==> config.mk <==
export PLATFORM = sky130hd
export DESIGN_NAME = ur_uart
export DESIGN_NICKNAME = d
export VERILOG_FILES = /design/src/include/ur_pkg.sv /design/src/hw/ur_uart.sv
export SDC_FILE = /design/constraint.sdc
export NUM_CORES = 1
export LEC_CHECK = 0
export ABC_AREA = 1
export BUFFER_PORTS_ARGS = -buffer_cell sky130_fd_sc_hd__buf_4
export CORE_MARGIN = 2
export CORE_UTILIZATION = 45
export CTS_BUF_LIST = sky130_fd_sc_hd__clkbuf_8 sky130_fd_sc_hd__clkbuf_16
export DETAILED_ROUTE_END_ITERATION = 16
export PLACE_DENSITY = 0.6
export SYNTH_ARGS = -nofsm -noshare
export SYNTH_HDL_FRONTEND = slang
export SYNTH_SLANG_ARGS = --single-unit
==> constraint.sdc <==
create_clock -name sys_clk -period 15.6 [get_ports sys_clk]
set_input_delay 4.68 -clock sys_clk [delete_from_list [all_inputs] [get_ports sys_clk]]
set_output_delay 4.68 -clock sys_clk [all_outputs]
set_load 0.005 [all_outputs]
==> src/include/ur_pkg.sv <==
// Constants, register map and state types for the serial port.
// Assumes a 32-bit Avalon-MM slave port with one register per word.
package ur_pkg;
  // Register indices; byte address is four times the index
  localparam logic [7:0] UR_IDX_BAUD_CTL = 8'h91;
  localparam logic [7:0] UR_IDX_RLD_HI = 8'h93;
  localparam logic [7:0] UR_IDX_RLD_LO = 8'h94;
  localparam logic [7:0] UR_IDX_SCON = 8'h98;
  localparam logic [7:0] UR_IDX_DATA = 8'h99;
  localparam logic [7:0] UR_IDX_FMT = 8'h9a;
  localparam int UR_ADDR_W = 10;
  localparam int UR_IDX_LSB = 2;
  // Reset values
  localparam logic [7:0] UR_RST_ZERO = 8'h00;
  localparam logic [7:0] UR_RST_SCON = 8'h20;
  localparam logic [7:0] UR_RST_FMT = 8'h0c;
  // serial_control_status bits
  localparam int SC_OVR = 7;
  localparam int SC_PERR = 6;
  localparam int SC_REN = 4;
  localparam int SC_TBX = 3;
  localparam int SC_TI = 1;
  localparam int SC_RI = 0;
  // frame_format_mode bits
  localparam int FM_MCE = 7;
  localparam int FM_PT = 5;
  localparam int FM_PE = 4;
  localparam int FM_DL = 2;
  localparam int FM_XBE = 1;
  localparam int FM_SBL = 0;
  // baud_gen_control bits
  localparam int BC_CLK = 7;
  localparam int BC_EN = 6;
  localparam int BC_PS = 0;
  // Codes
  localparam logic [1:0] UR_DL_5 = 2'h0;
  localparam logic [1:0] UR_PT_ODD = 2'h0;
  localparam logic [1:0] UR_PT_EVEN = 2'h1;
  localparam logic [1:0] UR_PT_MARK = 2'h2;
  localparam logic [1:0] UR_PT_SPACE = 2'h3;
  // Prescale divisors minus one, by select code
  localparam logic [5:0] UR_PS_M1_0 = 6'h0b;
  localparam logic [5:0] UR_PS_M1_1 = 6'h03;
  localparam logic [5:0] UR_PS_M1_2 = 6'h2f;
  localparam logic [5:0] UR_PS_M1_3 = 6'h00;
  localparam logic [15:0] UR_TMR_TOP = 16'hffff;
  localparam int UR_FIFO_DEPTH = 3;
  typedef enum logic [2:0] {
    UR_IDLE, UR_START, UR_DATA, UR_XTRA, UR_STOP1, UR_STOP2
  } ur_frame_e;
endpackage

==> src/hw/ur_uart.sv <==
// Full-duplex serial port with receive FIFO and reload-timer baud generator.
// Assumes one clock; serial_in_pin and usb_domain_clock arrive asynchronously.
//
// The Avalon-MM interface to the registers is this design's own decision.
`timescale 1ns/1ps

// Notes on behaviour
// - Frame is low start, data LSB first, optional extra/parity, high stops.
// - Two-bit length field picks 5, 6, 7 or 8 data bits.
// - Parity type field picks odd, even, mark or space.
// - Parity, when on, takes the extra bit position.
// - Stop length bit picks one or two stop bits.
// - Two stop bits never apply to 5-bit characters.
// - Writing the data buffer loads the shifter and starts sending.
// - Transmit-done sets at the start of the stop bit time.
// - Extra bit on and parity off sends the transmit extra bit.
// - Parity on makes the transmitter append the computed parity bit.
// - Receiver runs only with receive enable set; FIFO stays readable.
// - A good frame is stored only if FIFO not full and stops high.
// - A byte with high stops arriving with FIFO full is lost and sets overrun.
// - A frame whose stop samples low is dropped.
// - Storing sets receive-done; in multiprocessor mode only if extra bit is one.
// - Data buffer reads return oldest byte and free its entry.
// - Received extra bit shows head extra bit if extra bit on and parity off, else head stop bit.
// - Parity on makes the receiver flag a parity mismatch.
// - Parity error stays set until software clears it.
// - Receive-done cannot be cleared while bytes remain in the FIFO.
// - Timer counts up from reload value and reloads on overflow.
// - Port runs only with baud generator on; clock is system or USB.
module ur_uart
  import ur_pkg::*;
#(
  parameter int FIFO_DEPTH = UR_FIFO_DEPTH
) (
  // Clock and reset
  input wire logic sys_clk,
  input wire logic rst,
  // Avalon-MM slave
  input wire logic [UR_ADDR_W-1:0] avs_address,
  input wire logic avs_read,
  input wire logic avs_write,
  input wire logic [31:0] avs_writedata,
  input wire logic [3:0] avs_byteenable,
  output logic [31:0] avs_readdata,
  output logic avs_waitrequest,
  // Serial pins and alternate baud clock
  input wire logic serial_in_pin,
  input wire logic usb_domain_clock,
  output logic serial_out_pin
);
  localparam int PW = (FIFO_DEPTH > 1) ? $clog2(FIFO_DEPTH) : 1;
  localparam int CW = $clog2(FIFO_DEPTH + 1);
  localparam logic [PW-1:0] LAST_PTR = PW'(FIFO_DEPTH - 1);
  localparam logic [CW-1:0] FULL_CNT = CW'(FIFO_DEPTH);

  logic [7:0] baud_gen_control;
  logic [7:0] frame_format_mode;
  logic [7:0] baud_reload_high;
  logic [7:0] baud_reload_low;
  logic receive_overrun_flag;
  logic parity_error_flag;
  logic receive_enable_bit;
  logic transmit_extra_bit;
  logic transmit_done_flag;
  logic receive_done_flag;

  function automatic logic hit(input logic [7:0] idx, input logic [7:0] reg_idx);
    hit = idx == reg_idx;
  endfunction

  function automatic logic par_bit(input logic [7:0] d, input logic [1:0] dl,
                                   input logic [1:0] pt);
    logic x;
    x = ^(d & (8'hff >> ~dl));
    unique case (pt)
      UR_PT_ODD: par_bit = ~x;
      UR_PT_EVEN: par_bit = x;
      UR_PT_MARK: par_bit = 1'b1;
      UR_PT_SPACE: par_bit = 1'b0;
    endcase
  endfunction

  function automatic logic [PW-1:0] nxt(input logic [PW-1:0] p);
    nxt = (p == LAST_PTR) ? '0 : p + PW'(1);
  endfunction

  // Format fields
  logic mce, pe, xbe, sbl, xtra_on, two_stop;
  logic [1:0] pt, dl;
  logic [2:0] last_bit;
  assign mce = frame_format_mode[FM_MCE];
  assign pt = frame_format_mode[FM_PT+:2];
  assign pe = frame_format_mode[FM_PE];
  assign dl = frame_format_mode[FM_DL+:2];
  assign xbe = frame_format_mode[FM_XBE];
  assign sbl = frame_format_mode[FM_SBL];
  assign xtra_on = pe || xbe;
  assign two_stop = sbl && (dl != UR_DL_5);
  assign last_bit = {1'b1, dl};

  // Bus access: answered one cycle after the request is seen
  logic [7:0] idx;
  logic bus_wr, bus_rd, wr_data, wr_scon;
  assign idx = avs_address[UR_ADDR_W-1:UR_IDX_LSB];
  assign bus_wr = avs_write && !avs_waitrequest && avs_byteenable[0];
  assign bus_rd = avs_read && !avs_waitrequest;
  assign wr_data = bus_wr && hit(idx, UR_IDX_DATA);
  assign wr_scon = bus_wr && hit(idx, UR_IDX_SCON);

  always_ff @(posedge sys_clk or posedge rst) begin
    if (rst) begin
      avs_waitrequest <= 1'b1;
    end else begin
      avs_waitrequest <= !((avs_read || avs_write) && avs_waitrequest);
    end
  end

  // Receive FIFO
  logic [8:0] fifo_mem [FIFO_DEPTH];
  logic [PW-1:0] wr_ptr, rd_ptr;
  logic [CW-1:0] fifo_cnt;
  logic fifo_full, fifo_push, fifo_pop;
  logic [8:0] fifo_din;
  assign fifo_full = fifo_cnt == FULL_CNT;
  assign fifo_pop = bus_rd && hit(idx, UR_IDX_DATA) && (fifo_cnt != '0);

  logic [7:0] rd_mux;
  always_comb begin
    rd_mux = UR_RST_ZERO;
    if (hit(idx, UR_IDX_BAUD_CTL)) begin
      rd_mux = baud_gen_control;
    end else if (hit(idx, UR_IDX_RLD_HI)) begin
      rd_mux = baud_reload_high;
    end else if (hit(idx, UR_IDX_RLD_LO)) begin
      rd_mux = baud_reload_low;
    end else if (hit(idx, UR_IDX_FMT)) begin
      rd_mux = frame_format_mode;
    end else if (hit(idx, UR_IDX_SCON)) begin
      rd_mux = UR_RST_SCON;
      rd_mux[SC_OVR] = receive_overrun_flag;
      rd_mux[SC_PERR] = parity_error_flag;
      rd_mux[SC_REN] = receive_enable_bit;
      rd_mux[SC_TBX] = transmit_extra_bit;
      rd_mux[SC_TBX-1] = fifo_mem[rd_ptr][8];
      rd_mux[SC_TI] = transmit_done_flag;
      rd_mux[SC_RI] = receive_done_flag;
    end else if (hit(idx, UR_IDX_DATA)) begin
      rd_mux = fifo_mem[rd_ptr][7:0];
    end
  end

  always_ff @(posedge sys_clk or posedge rst) begin
    if (rst) begin
      avs_readdata <= 32'h0000_0000;
    end else if (avs_read && avs_waitrequest) begin
      avs_readdata <= {24'h00_0000, rd_mux};
    end
  end

  // Configuration registers
  always_ff @(posedge sys_clk or posedge rst) begin
    if (rst) begin
      baud_gen_control <= UR_RST_ZERO;
      baud_reload_high <= UR_RST_ZERO;
      baud_reload_low <= UR_RST_ZERO;
      frame_format_mode <= UR_RST_FMT;
    end else if (bus_wr) begin
      if (hit(idx, UR_IDX_BAUD_CTL)) baud_gen_control <= avs_writedata[7:0];
      if (hit(idx, UR_IDX_RLD_HI)) baud_reload_high <= avs_writedata[7:0];
      if (hit(idx, UR_IDX_RLD_LO)) baud_reload_low <= avs_writedata[7:0];
      if (hit(idx, UR_IDX_FMT)) frame_format_mode <= avs_writedata[7:0];
    end
  end

  // Baud generator; the USB clock is only sampled, so it must be slower
  // than half of sys_clk for its edges to be seen.
  logic usb_s1, usb_s2, usb_s3;
  always_ff @(posedge sys_clk or posedge rst) begin
    if (rst) begin
      usb_s1 <= 1'b0;
      usb_s2 <= 1'b0;
      usb_s3 <= 1'b0;
    end else begin
      usb_s1 <= usb_domain_clock;
      usb_s2 <= usb_s1;
      usb_s3 <= usb_s2;
    end
  end

  logic brg_on, src_tick, ps_done, half_tick;
  logic [5:0] ps_cnt, ps_m1;
  logic [15:0] brg_cnt;
  assign brg_on = baud_gen_control[BC_EN];
  assign src_tick = baud_gen_control[BC_CLK] ? (usb_s2 && !usb_s3) : 1'b1;
  always_comb begin
    unique case (baud_gen_control[BC_PS+:2])
      2'h0: ps_m1 = UR_PS_M1_0;
      2'h1: ps_m1 = UR_PS_M1_1;
      2'h2: ps_m1 = UR_PS_M1_2;
      2'h3: ps_m1 = UR_PS_M1_3;
    endcase
  end
  assign ps_done = src_tick && (ps_cnt >= ps_m1);

  always_ff @(posedge sys_clk or posedge rst) begin
    if (rst) begin
      ps_cnt <= '0;
      brg_cnt <= '0;
      half_tick <= 1'b0;
    end else if (!brg_on) begin
      ps_cnt <= '0;
      brg_cnt <= {baud_reload_high, baud_reload_low};
      half_tick <= 1'b0;
    end else begin
      half_tick <= 1'b0;
      if (src_tick) ps_cnt <= ps_done ? '0 : ps_cnt + 6'h01;
      if (ps_done) begin
        // Overflow gives twice the bit rate; each bit takes two ticks
        if (brg_cnt == UR_TMR_TOP) begin
          brg_cnt <= {baud_reload_high, baud_reload_low};
          half_tick <= 1'b1;
        end else begin
          brg_cnt <= brg_cnt + 16'h0001;
        end
      end
    end
  end

  // Transmitter; a write while a frame is in flight is ignored
  ur_frame_e tx_st;
  logic tx_ph, tx_xbit, tx_step, tdone_set;
  logic [2:0] tx_cnt;
  logic [7:0] tx_shift;
  assign tx_step = half_tick && tx_ph;
  assign tdone_set = tx_step && (((tx_st == UR_DATA) && (tx_cnt == last_bit)
                     && !xtra_on) || (tx_st == UR_XTRA));

  always_ff @(posedge sys_clk or posedge rst) begin
    if (rst) begin
      tx_st <= UR_IDLE;
      tx_ph <= 1'b0;
      tx_cnt <= '0;
      tx_shift <= UR_RST_ZERO;
      tx_xbit <= 1'b0;
      serial_out_pin <= 1'b1;
    end else if (!brg_on) begin
      tx_st <= UR_IDLE;
      serial_out_pin <= 1'b1;
    end else if (tx_st == UR_IDLE) begin
      if (wr_data) begin
        tx_shift <= avs_writedata[7:0];
        // Parity replaces the extra bit when enabled
        tx_xbit <= pe ? par_bit(avs_writedata[7:0], dl, pt)
                      : transmit_extra_bit;
        tx_st <= UR_START;
        tx_ph <= 1'b0;
        serial_out_pin <= 1'b0;
      end
    end else if (half_tick) begin
      tx_ph <= !tx_ph;
      if (tx_ph) begin
        unique case (tx_st)
          UR_START: begin
            tx_st <= UR_DATA;
            tx_cnt <= '0;
            serial_out_pin <= tx_shift[0];
            tx_shift <= tx_shift >> 1;
          end
          UR_DATA: begin
            if (tx_cnt == last_bit) begin
              tx_st <= xtra_on ? UR_XTRA : UR_STOP1;
              serial_out_pin <= xtra_on ? tx_xbit : 1'b1;
            end else begin
              tx_cnt <= tx_cnt + 3'h1;
              serial_out_pin <= tx_shift[0];
              tx_shift <= tx_shift >> 1;
            end
          end
          UR_XTRA: begin
            tx_st <= UR_STOP1;
            serial_out_pin <= 1'b1;
          end
          UR_STOP1: tx_st <= two_stop ? UR_STOP2 : UR_IDLE;
          UR_STOP2: tx_st <= UR_IDLE;
          default: tx_st <= UR_IDLE;
        endcase
      end
    end
  end

  // Receiver; a tick arrives at an arbitrary phase, so samples land
  // somewhere in the first half of each bit.
  logic rx_s1, rx_s2;
  always_ff @(posedge sys_clk or posedge rst) begin
    if (rst) begin
      rx_s1 <= 1'b1;
      rx_s2 <= 1'b1;
    end else begin
      rx_s1 <= serial_in_pin;
      rx_s2 <= rx_s1;
    end
  end

  ur_frame_e rx_st;
  logic rx_ph, rx_xbit, rx_stop_ok, rx_end;
  logic [2:0] rx_cnt;
  logic [7:0] rx_shift, rx_data;

  always_ff @(posedge sys_clk or posedge rst) begin
    if (rst) begin
      rx_st <= UR_IDLE;
      rx_ph <= 1'b0;
      rx_cnt <= '0;
      rx_shift <= UR_RST_ZERO;
      rx_xbit <= 1'b0;
      rx_stop_ok <= 1'b0;
      rx_end <= 1'b0;
    end else begin
      rx_end <= 1'b0;
      if (!receive_enable_bit || !brg_on) begin
        rx_st <= UR_IDLE;
      end else if (rx_st == UR_IDLE) begin
        if (!rx_s2) begin
          rx_st <= UR_START;
          rx_ph <= 1'b0;
        end
      end else if (half_tick) begin
        rx_ph <= !rx_ph;
        if (!rx_ph) begin
          unique case (rx_st)
            UR_START: begin
              rx_st <= rx_s2 ? UR_IDLE : UR_DATA;
              rx_cnt <= '0;
            end
            UR_DATA: begin
              rx_shift <= {rx_s2, rx_shift[7:1]};
              if (rx_cnt == last_bit) rx_st <= xtra_on ? UR_XTRA : UR_STOP1;
              else rx_cnt <= rx_cnt + 3'h1;
            end
            UR_XTRA: begin
              rx_xbit <= rx_s2;
              rx_st <= UR_STOP1;
            end
            UR_STOP1: begin
              rx_stop_ok <= rx_s2;
              rx_st <= two_stop ? UR_STOP2 : UR_IDLE;
              rx_end <= !two_stop;
            end
            UR_STOP2: begin
              rx_stop_ok <= rx_stop_ok && rx_s2;
              rx_st <= UR_IDLE;
              rx_end <= 1'b1;
            end
            default: rx_st <= UR_IDLE;
          endcase
        end
      end
    end
  end

  // Short characters arrive in the top bits of the shifter
  assign rx_data = rx_shift >> ~dl;
  assign fifo_push = rx_end && rx_stop_ok && !fifo_full;
  assign fifo_din = {((xbe && !pe) ? rx_xbit : rx_stop_ok), rx_data};

  // Cleared so the data buffer and received extra bit read defined values before any byte
  always_ff @(posedge sys_clk or posedge rst) begin
    if (rst) begin
      for (int i = 0; i < FIFO_DEPTH; i++) begin
        fifo_mem[i] <= '0;
      end
    end else if (fifo_push) begin
      fifo_mem[wr_ptr] <= fifo_din;
    end
  end

  always_ff @(posedge sys_clk or posedge rst) begin
    if (rst) begin
      wr_ptr <= '0;
      rd_ptr <= '0;
      fifo_cnt <= '0;
    end else begin
      if (fifo_push) wr_ptr <= nxt(wr_ptr);
      if (fifo_pop) rd_ptr <= nxt(rd_ptr);
      fifo_cnt <= fifo_cnt + CW'(fifo_push) - CW'(fifo_pop);
    end
  end

  // Status flags; a hardware set wins over a software write
  logic rdone_set, ovr_set, perr_set;
  assign rdone_set = fifo_push && (!mce || rx_xbit);
  assign ovr_set = rx_end && rx_stop_ok && fifo_full;
  assign perr_set = rx_end && pe && (rx_xbit != par_bit(rx_data, dl, pt));

  always_ff @(posedge sys_clk or posedge rst) begin
    if (rst) begin
      receive_enable_bit <= 1'b0;
      transmit_extra_bit <= 1'b0;
    end else if (wr_scon) begin
      receive_enable_bit <= avs_writedata[SC_REN];
      transmit_extra_bit <= avs_writedata[SC_TBX];
    end
  end

  always_ff @(posedge sys_clk or posedge rst) begin
    if (rst) begin
      transmit_done_flag <= 1'b0;
      receive_done_flag <= 1'b0;
      receive_overrun_flag <= 1'b0;
      parity_error_flag <= 1'b0;
    end else begin
      if (tdone_set) transmit_done_flag <= 1'b1;
      else if (wr_scon) transmit_done_flag <= avs_writedata[SC_TI];
      if (rdone_set) receive_done_flag <= 1'b1;
      else if (wr_scon && (avs_writedata[SC_RI] || fifo_cnt == '0))
        receive_done_flag <= avs_writedata[SC_RI];
      if (ovr_set) receive_overrun_flag <= 1'b1;
      else if (wr_scon) receive_overrun_flag <= avs_writedata[SC_OVR];
      if (perr_set) parity_error_flag <= 1'b1;
      else if (wr_scon) parity_error_flag <= avs_writedata[SC_PERR];
    end
  end
endmodule

==> impl_metrics.prom <==
# TYPE chip_impl_metric gauge
chip_impl_info{name="run_status",value="finished clean"} 1
chip_impl_metric{name="final.period_utilization",unit="%"} 39.0
chip_impl_metric{name="p_int",unit="uW"} 615
chip_impl_metric{name="drt-initial-drc-count",unit=""} 403
chip_impl_metric{name="synth.cell_area",unit="um2"} 7990
chip_impl_metric{name="die_height",unit="um"} 137
chip_impl_metric{name="netlist_instances",unit=""} 1033
chip_impl_metric{name="synth_top_cell_area_share",unit="%"} 42.9
chip_impl_metric{name="arrival",unit="ns"} 6.44
chip_impl_metric{name="largest_fanout_on_the_critical_path",unit=""} 11
chip_impl_metric{name="detailroute.via_count",unit=""} 6577
chip_impl_metric{name="timing.clock.skew",unit="ns"} 0.00891
chip_impl_metric{name="grt_pass1_wl",unit="mm"} 31.2
chip_impl_metric{name="setup_viol",unit=""} 0
chip_impl_metric{name="share_of_total_power_in_combinational_logic",unit="%"} 4.9
chip_impl_info{name="clock_tree_from_tritoncts",value="built"} 1
chip_impl_metric{name="design.die.area",unit="um2"} 18800
chip_impl_metric{name="cp_slowest_stage_delay",unit="ns"} 0.30
chip_impl_metric{name="final-seq-area",unit="um2"} 3590
chip_impl_metric{name="final_cell_area",unit="um2"} 8840
chip_impl_metric{name="placement.setup.worst_slack",unit="ns"} 9.07
chip_impl_metric{name="number_of_setup_buffers_added_after_cts",unit=""} 0
chip_impl_metric{name="initial_core_util",unit="%"} 46.2
chip_impl_metric{name="leakagePower",unit="uW"} 0.00425
chip_impl_metric{name="crit_buf_inv",unit=""} 3
chip_impl_metric{name="finalWorstPathRequiredPeriod",unit="ns"} 6.09
chip_impl_metric{name="post-route-worst-setup-slack",unit="ns"} 9.51
chip_impl_metric{name="postSynthAreaPerCell",unit="um2"} 7.73
chip_impl_info{name="critPathCaptureType",value="register"} 1
chip_impl_info{name="largest_delay_share_family_worst_path",value="simple AND/OR/NAND/NOR gates"} 1
chip_impl_metric{name="track_usage",unit="%"} 21.3
chip_impl_metric{name="floorplan.core_area",unit="um2"} 17300
chip_impl_info{name="post-synth-top-area-cell",value="sky130_fd_sc_hd__dfrtp_1"} 1
chip_impl_metric{name="h-tree-depth",unit=""} 4
chip_impl_metric{name="post_drt_wl_per_cell",unit="um"} 14.4
chip_impl_metric{name="clk_pin_slew",unit="ns"} 0.06
chip_impl_metric{name="drc",unit=""} 0
chip_impl_info{name="critPathSlowestCell",value="sky130_fd_sc_hd__or2_4"} 1
chip_impl_metric{name="sequential_share_of_the_synthesized_area",unit="%"} 44.9
chip_impl_metric{name="layout-drive-gt1-share",unit="%"} 10.1
chip_impl_metric{name="grt_start_max_net_pins",unit=""} 75
chip_impl_metric{name="power.switching_fraction",unit="%"} 23.1
chip_impl_metric{name="post_dp_cell_area",unit="um2"} 8300
chip_impl_metric{name="grt-ovfl-total",unit=""} 0
chip_impl_metric{name="asyncSetResetFlopFracSynth",unit="%"} 100
chip_impl_metric{name="number_of_inserted_diodes",unit=""} 0
chip_impl_metric{name="avgViaCountPerCell",unit=""} 5.07
chip_impl_metric{name="cts_resized",unit=""} 0
chip_impl_metric{name="dp.cells",unit=""} 1267
chip_impl_metric{name="finalWeightedCongestion",unit=""} 0.850
chip_impl_info{name="clk_root_buffer_cell",value="sky130_fd_sc_hd__clkbuf_16"} 1
chip_impl_metric{name="p_per_area",unit="nW/um2"} 90.5
chip_impl_metric{name="worstMarginPinSlew",unit="ns"} 1.03
chip_impl_metric{name="switching_power",unit="uW"} 185
chip_impl_metric{name="numClockSinks",unit=""} 143
chip_impl_metric{name="clock_power_share",unit="%"} 47.5
chip_impl_info{name="grt_setup_unrepaired",value="false"} 1
chip_impl_metric{name="num-fill-cells",unit=""} 1700
chip_impl_metric{name="multi_input_area",unit="um2"} 3710
chip_impl_metric{name="final_net_count",unit=""} 1124
chip_impl_metric{name="sequentialPowerShare",unit="%"} 47.6
chip_impl_metric{name="final_max_slew_viol_count",unit=""} 0
chip_impl_metric{name="vias_in_the_first_global_route",unit=""} 6014
chip_impl_metric{name="num_rows",unit=""} 48
chip_impl_metric{name="final_cell_count_no_fill",unit=""} 1297
chip_impl_info{name="synth.top_cells.by_area",value="sky130_fd_sc_hd__dfrtp_1 (43%), sky130_fd_sc_hd__nand2_1 (15%), sky130_fd_sc_hd__o21ai_0 (6.5%)"} 1
chip_impl_metric{name="synth-seq-cells",unit=""} 143
chip_impl_metric{name="ir_drop",unit="V"} 0.0000781
chip_impl_metric{name="overall_power_after_layout",unit="uW"} 800
chip_impl_info{name="crit_chain",value="buf_4, nor2_2, nand3_4, or2_4, nor2_8, nand4_1, inv_1, ha_1, inv_1, ha_1, xnor2_1"} 1
chip_impl_metric{name="worstPathRequired",unit="ns"} 15.95
chip_impl_metric{name="flow.area_growth_from_synthesis",unit="%"} 10.7
chip_impl_metric{name="detailedRoute.firstPassIterationCount",unit=""} 5
chip_impl_metric{name="die_width",unit="um"} 137
chip_impl_metric{name="hpwlAfterDp",unit="mm"} 13.2
chip_impl_metric{name="synthDistinctLibCells",unit=""} 50
chip_impl_metric{name="worst_skew_pair.late_latency",unit="ns"} 0.42
chip_impl_metric{name="hold_viol",unit=""} 0
chip_impl_metric{name="slew_headroom",unit="%"} 30.7
chip_impl_metric{name="antenna_found_initial",unit=""} 0
chip_impl_metric{name="maxClockFrequency",unit="MHz"} 164
chip_impl_metric{name="synth_enable_flop_cells",unit=""} 0
chip_impl_info{name="timing_worst_setup_path_type",value="in2reg"} 1
chip_impl_metric{name="yosysWarningCount",unit=""} 0
chip_impl_metric{name="cts_max_path_buffers",unit=""} 2
chip_impl_info{name="hp_class",value="reg2reg"} 1
chip_impl_metric{name="pin_count",unit=""} 86
chip_impl_info{name="synth_ff_type",value="sky130_fd_sc_hd__dfrtp_1"} 1
chip_impl_metric{name="hold_buffers",unit=""} 0
chip_impl_metric{name="cts_made_buffers",unit=""} 17
chip_impl_info{name="startpoint_type",value="input port"} 1
chip_impl_metric{name="port_buffers",unit=""} 32
chip_impl_metric{name="route.final.wire_length",unit="mm"} 18.7
chip_impl_metric{name="drtAntennaViolNets",unit=""} 0
chip_impl_metric{name="fin_setup_tns",unit="ns"} 0
chip_impl_metric{name="maxCapViolCount",unit=""} 0
-- layer usage --
layer  routed length (um)  track usage [%]  vias to the layer above
li1                     -                -                     3354
met1                 9760             32.9                     3053
met4                  288             6.41                        0
met2                 7780             30.3                      150
met3                  830             3.61                       20
met5                    0                0                        -
-- final timing paths --
path,from,slack [ns],depth (start not counted),endpoint
min,usb_s1,0.35,0,usb_s2
max,avs_address[7],9.51,11,fifo_cnt[1]
max reg2reg,baud_gen_control[6],13.07,6,rx_shift[2]
min in group asynchronous,rst,4.33,2,fifo_cnt[1]
max in group asynchronous,rst,9.82,3,ps_cnt[5]
min reg2reg,usb_s1,0.35,0,usb_s2
-- logic make-up after synthesis --
logic type / Yosys count / share of synthesized area, %
buf+inv: 172 / 9.78
other cells: 1 / 0.0470
fa+ha+maj: 11 / 1.72
simple gates: 497 / 27.9
flops: 143 / 44.9
mux: 1 / 0.141
compound gates: 181 / 12.6
xor+xnor: 27 / 2.96
-- placed cells by master, fill, tap and decap left out, types with 3 or more instances in the layout --
| master | instances |
|---|---|
| sky130_fd_sc_hd__or2_2 | 4 |
| sky130_fd_sc_hd__nor2_2 | 3 |
| sky130_fd_sc_hd__xor2_1 | 17 |
| sky130_fd_sc_hd__xnor2_1 | 10 |
| sky130_fd_sc_hd__a31oi_1 | 12 |
| sky130_fd_sc_hd__buf_4 | 34 |
| sky130_fd_sc_hd__a21oi_1 | 26 |
| sky130_fd_sc_hd__o22ai_1 | 9 |
| sky130_fd_sc_hd__nor2_1 | 62 |
| sky130_fd_sc_hd__nand3_2 | 3 |
| sky130_fd_sc_hd__nand3_1 | 64 |
| sky130_fd_sc_hd__clkinv_2 | 3 |
| sky130_fd_sc_hd__o21ai_2 | 5 |
| sky130_fd_sc_hd__dfstp_2 | 6 |
| sky130_fd_sc_hd__ha_1 | 11 |
| sky130_fd_sc_hd__nand4_1 | 16 |
| sky130_fd_sc_hd__o21bai_1 | 4 |
| sky130_fd_sc_hd__clkbuf_16 | 17 |
| sky130_fd_sc_hd__nand2_2 | 4 |
| sky130_fd_sc_hd__dfrtp_1 | 137 |
| sky130_fd_sc_hd__clkbuf_8 | 3 |
| sky130_fd_sc_hd__nor3_2 | 5 |
| sky130_fd_sc_hd__nor3_1 | 7 |
| sky130_fd_sc_hd__o21ai_1 | 10 |
| sky130_fd_sc_hd__o211ai_1 | 4 |
| sky130_fd_sc_hd__o21ai_0 | 103 |
| sky130_fd_sc_hd__inv_1 | 126 |
| sky130_fd_sc_hd__conb_1 | 24 |
| sky130_fd_sc_hd__nand2_1 | 311 |
-- cell usage after synthesis, types with 2 or more instances --
| master | count |
|---|---|
| sky130_fd_sc_hd__a21oi_1 | 26 |
| sky130_fd_sc_hd__a21oi_2 | 2 |
| sky130_fd_sc_hd__a31oi_1 | 12 |
| sky130_fd_sc_hd__buf_2 | 9 |
| sky130_fd_sc_hd__buf_4 | 25 |
| sky130_fd_sc_hd__buf_6 | 4 |
| sky130_fd_sc_hd__clkbuf_1 | 10 |
| sky130_fd_sc_hd__dfrtp_1 | 137 |
| sky130_fd_sc_hd__dfstp_2 | 6 |
| sky130_fd_sc_hd__ha_1 | 11 |
| sky130_fd_sc_hd__inv_1 | 123 |
| sky130_fd_sc_hd__nand2_1 | 311 |
| sky130_fd_sc_hd__nand2_2 | 4 |
| sky130_fd_sc_hd__nand3_1 | 64 |
| sky130_fd_sc_hd__nand3_2 | 3 |
| sky130_fd_sc_hd__nand3b_1 | 2 |
| sky130_fd_sc_hd__nand4_1 | 16 |
| sky130_fd_sc_hd__nor2_1 | 62 |
| sky130_fd_sc_hd__nor2_2 | 3 |
| sky130_fd_sc_hd__nor2_4 | 2 |
| sky130_fd_sc_hd__nor3_1 | 7 |
| sky130_fd_sc_hd__nor3_2 | 5 |
| sky130_fd_sc_hd__nor4_4 | 2 |
| sky130_fd_sc_hd__o211ai_1 | 4 |
| sky130_fd_sc_hd__o21ai_0 | 103 |
| sky130_fd_sc_hd__o21ai_1 | 10 |
| sky130_fd_sc_hd__o21ai_2 | 5 |
| sky130_fd_sc_hd__o21bai_1 | 4 |
| sky130_fd_sc_hd__o221ai_1 | 2 |
| sky130_fd_sc_hd__o22ai_1 | 9 |
| sky130_fd_sc_hd__or2_0 | 2 |
| sky130_fd_sc_hd__or2_2 | 4 |
| sky130_fd_sc_hd__or2_4 | 2 |
| sky130_fd_sc_hd__xnor2_1 | 10 |
| sky130_fd_sc_hd__xor2_1 | 17 |
-- flip-flops by register name (all words and copies together), names as in the netlist, 2 cells and up --
register,count
ps_cnt,6
rx_st,3
tx_st,3
frame_format_mode,8
tx_cnt,3
brg_cnt,16
baud_reload_low,8
fifo_cnt,2
baud_gen_control,8
rx_cnt,3
avs_readdata,8
tx_shift,8
wr_ptr,2
fifo_mem,27
rx_shift,8
rd_ptr,2
baud_reload_high,8
-- final cells by class --
cell class,count,share of cell area [%]
timing repair buffer,34,2.89
tap,225,3.18
multi-input combinational,741,41.9
sequential,143,40.6
clock buffer,20,5.28
inverter,124,5.32
clock inverter,10,0.849
-- power by group through the flow --
| stage | sequential, uW | clock, uW | combinational (uW) |
|---|---|---|---|
| after CTS | 381 | 384 | 40.1 |
| after floorplan | 386 | 0 | 30.1 |
| after detailed placement | 388 | 0 | 40.1 |
| after global placement | 388 | 0 | 39.5 |
| after global routing | 382 | 400 | 45.5 |
| final | 381 | 380 | 39.2 |
-- metrics by stage --
step | hold WS, ns | utilization [%]
finish | 0.351 | 51.1
global route | 0.359 | 51.1
CTS | 0.351 | 51.1
detailed placement | 0.338 | 48.0
global placement | 0.336 | 48.0
floorplan | 0.331 | -
No activity file was read; power rests on OpenSTA's default activity.
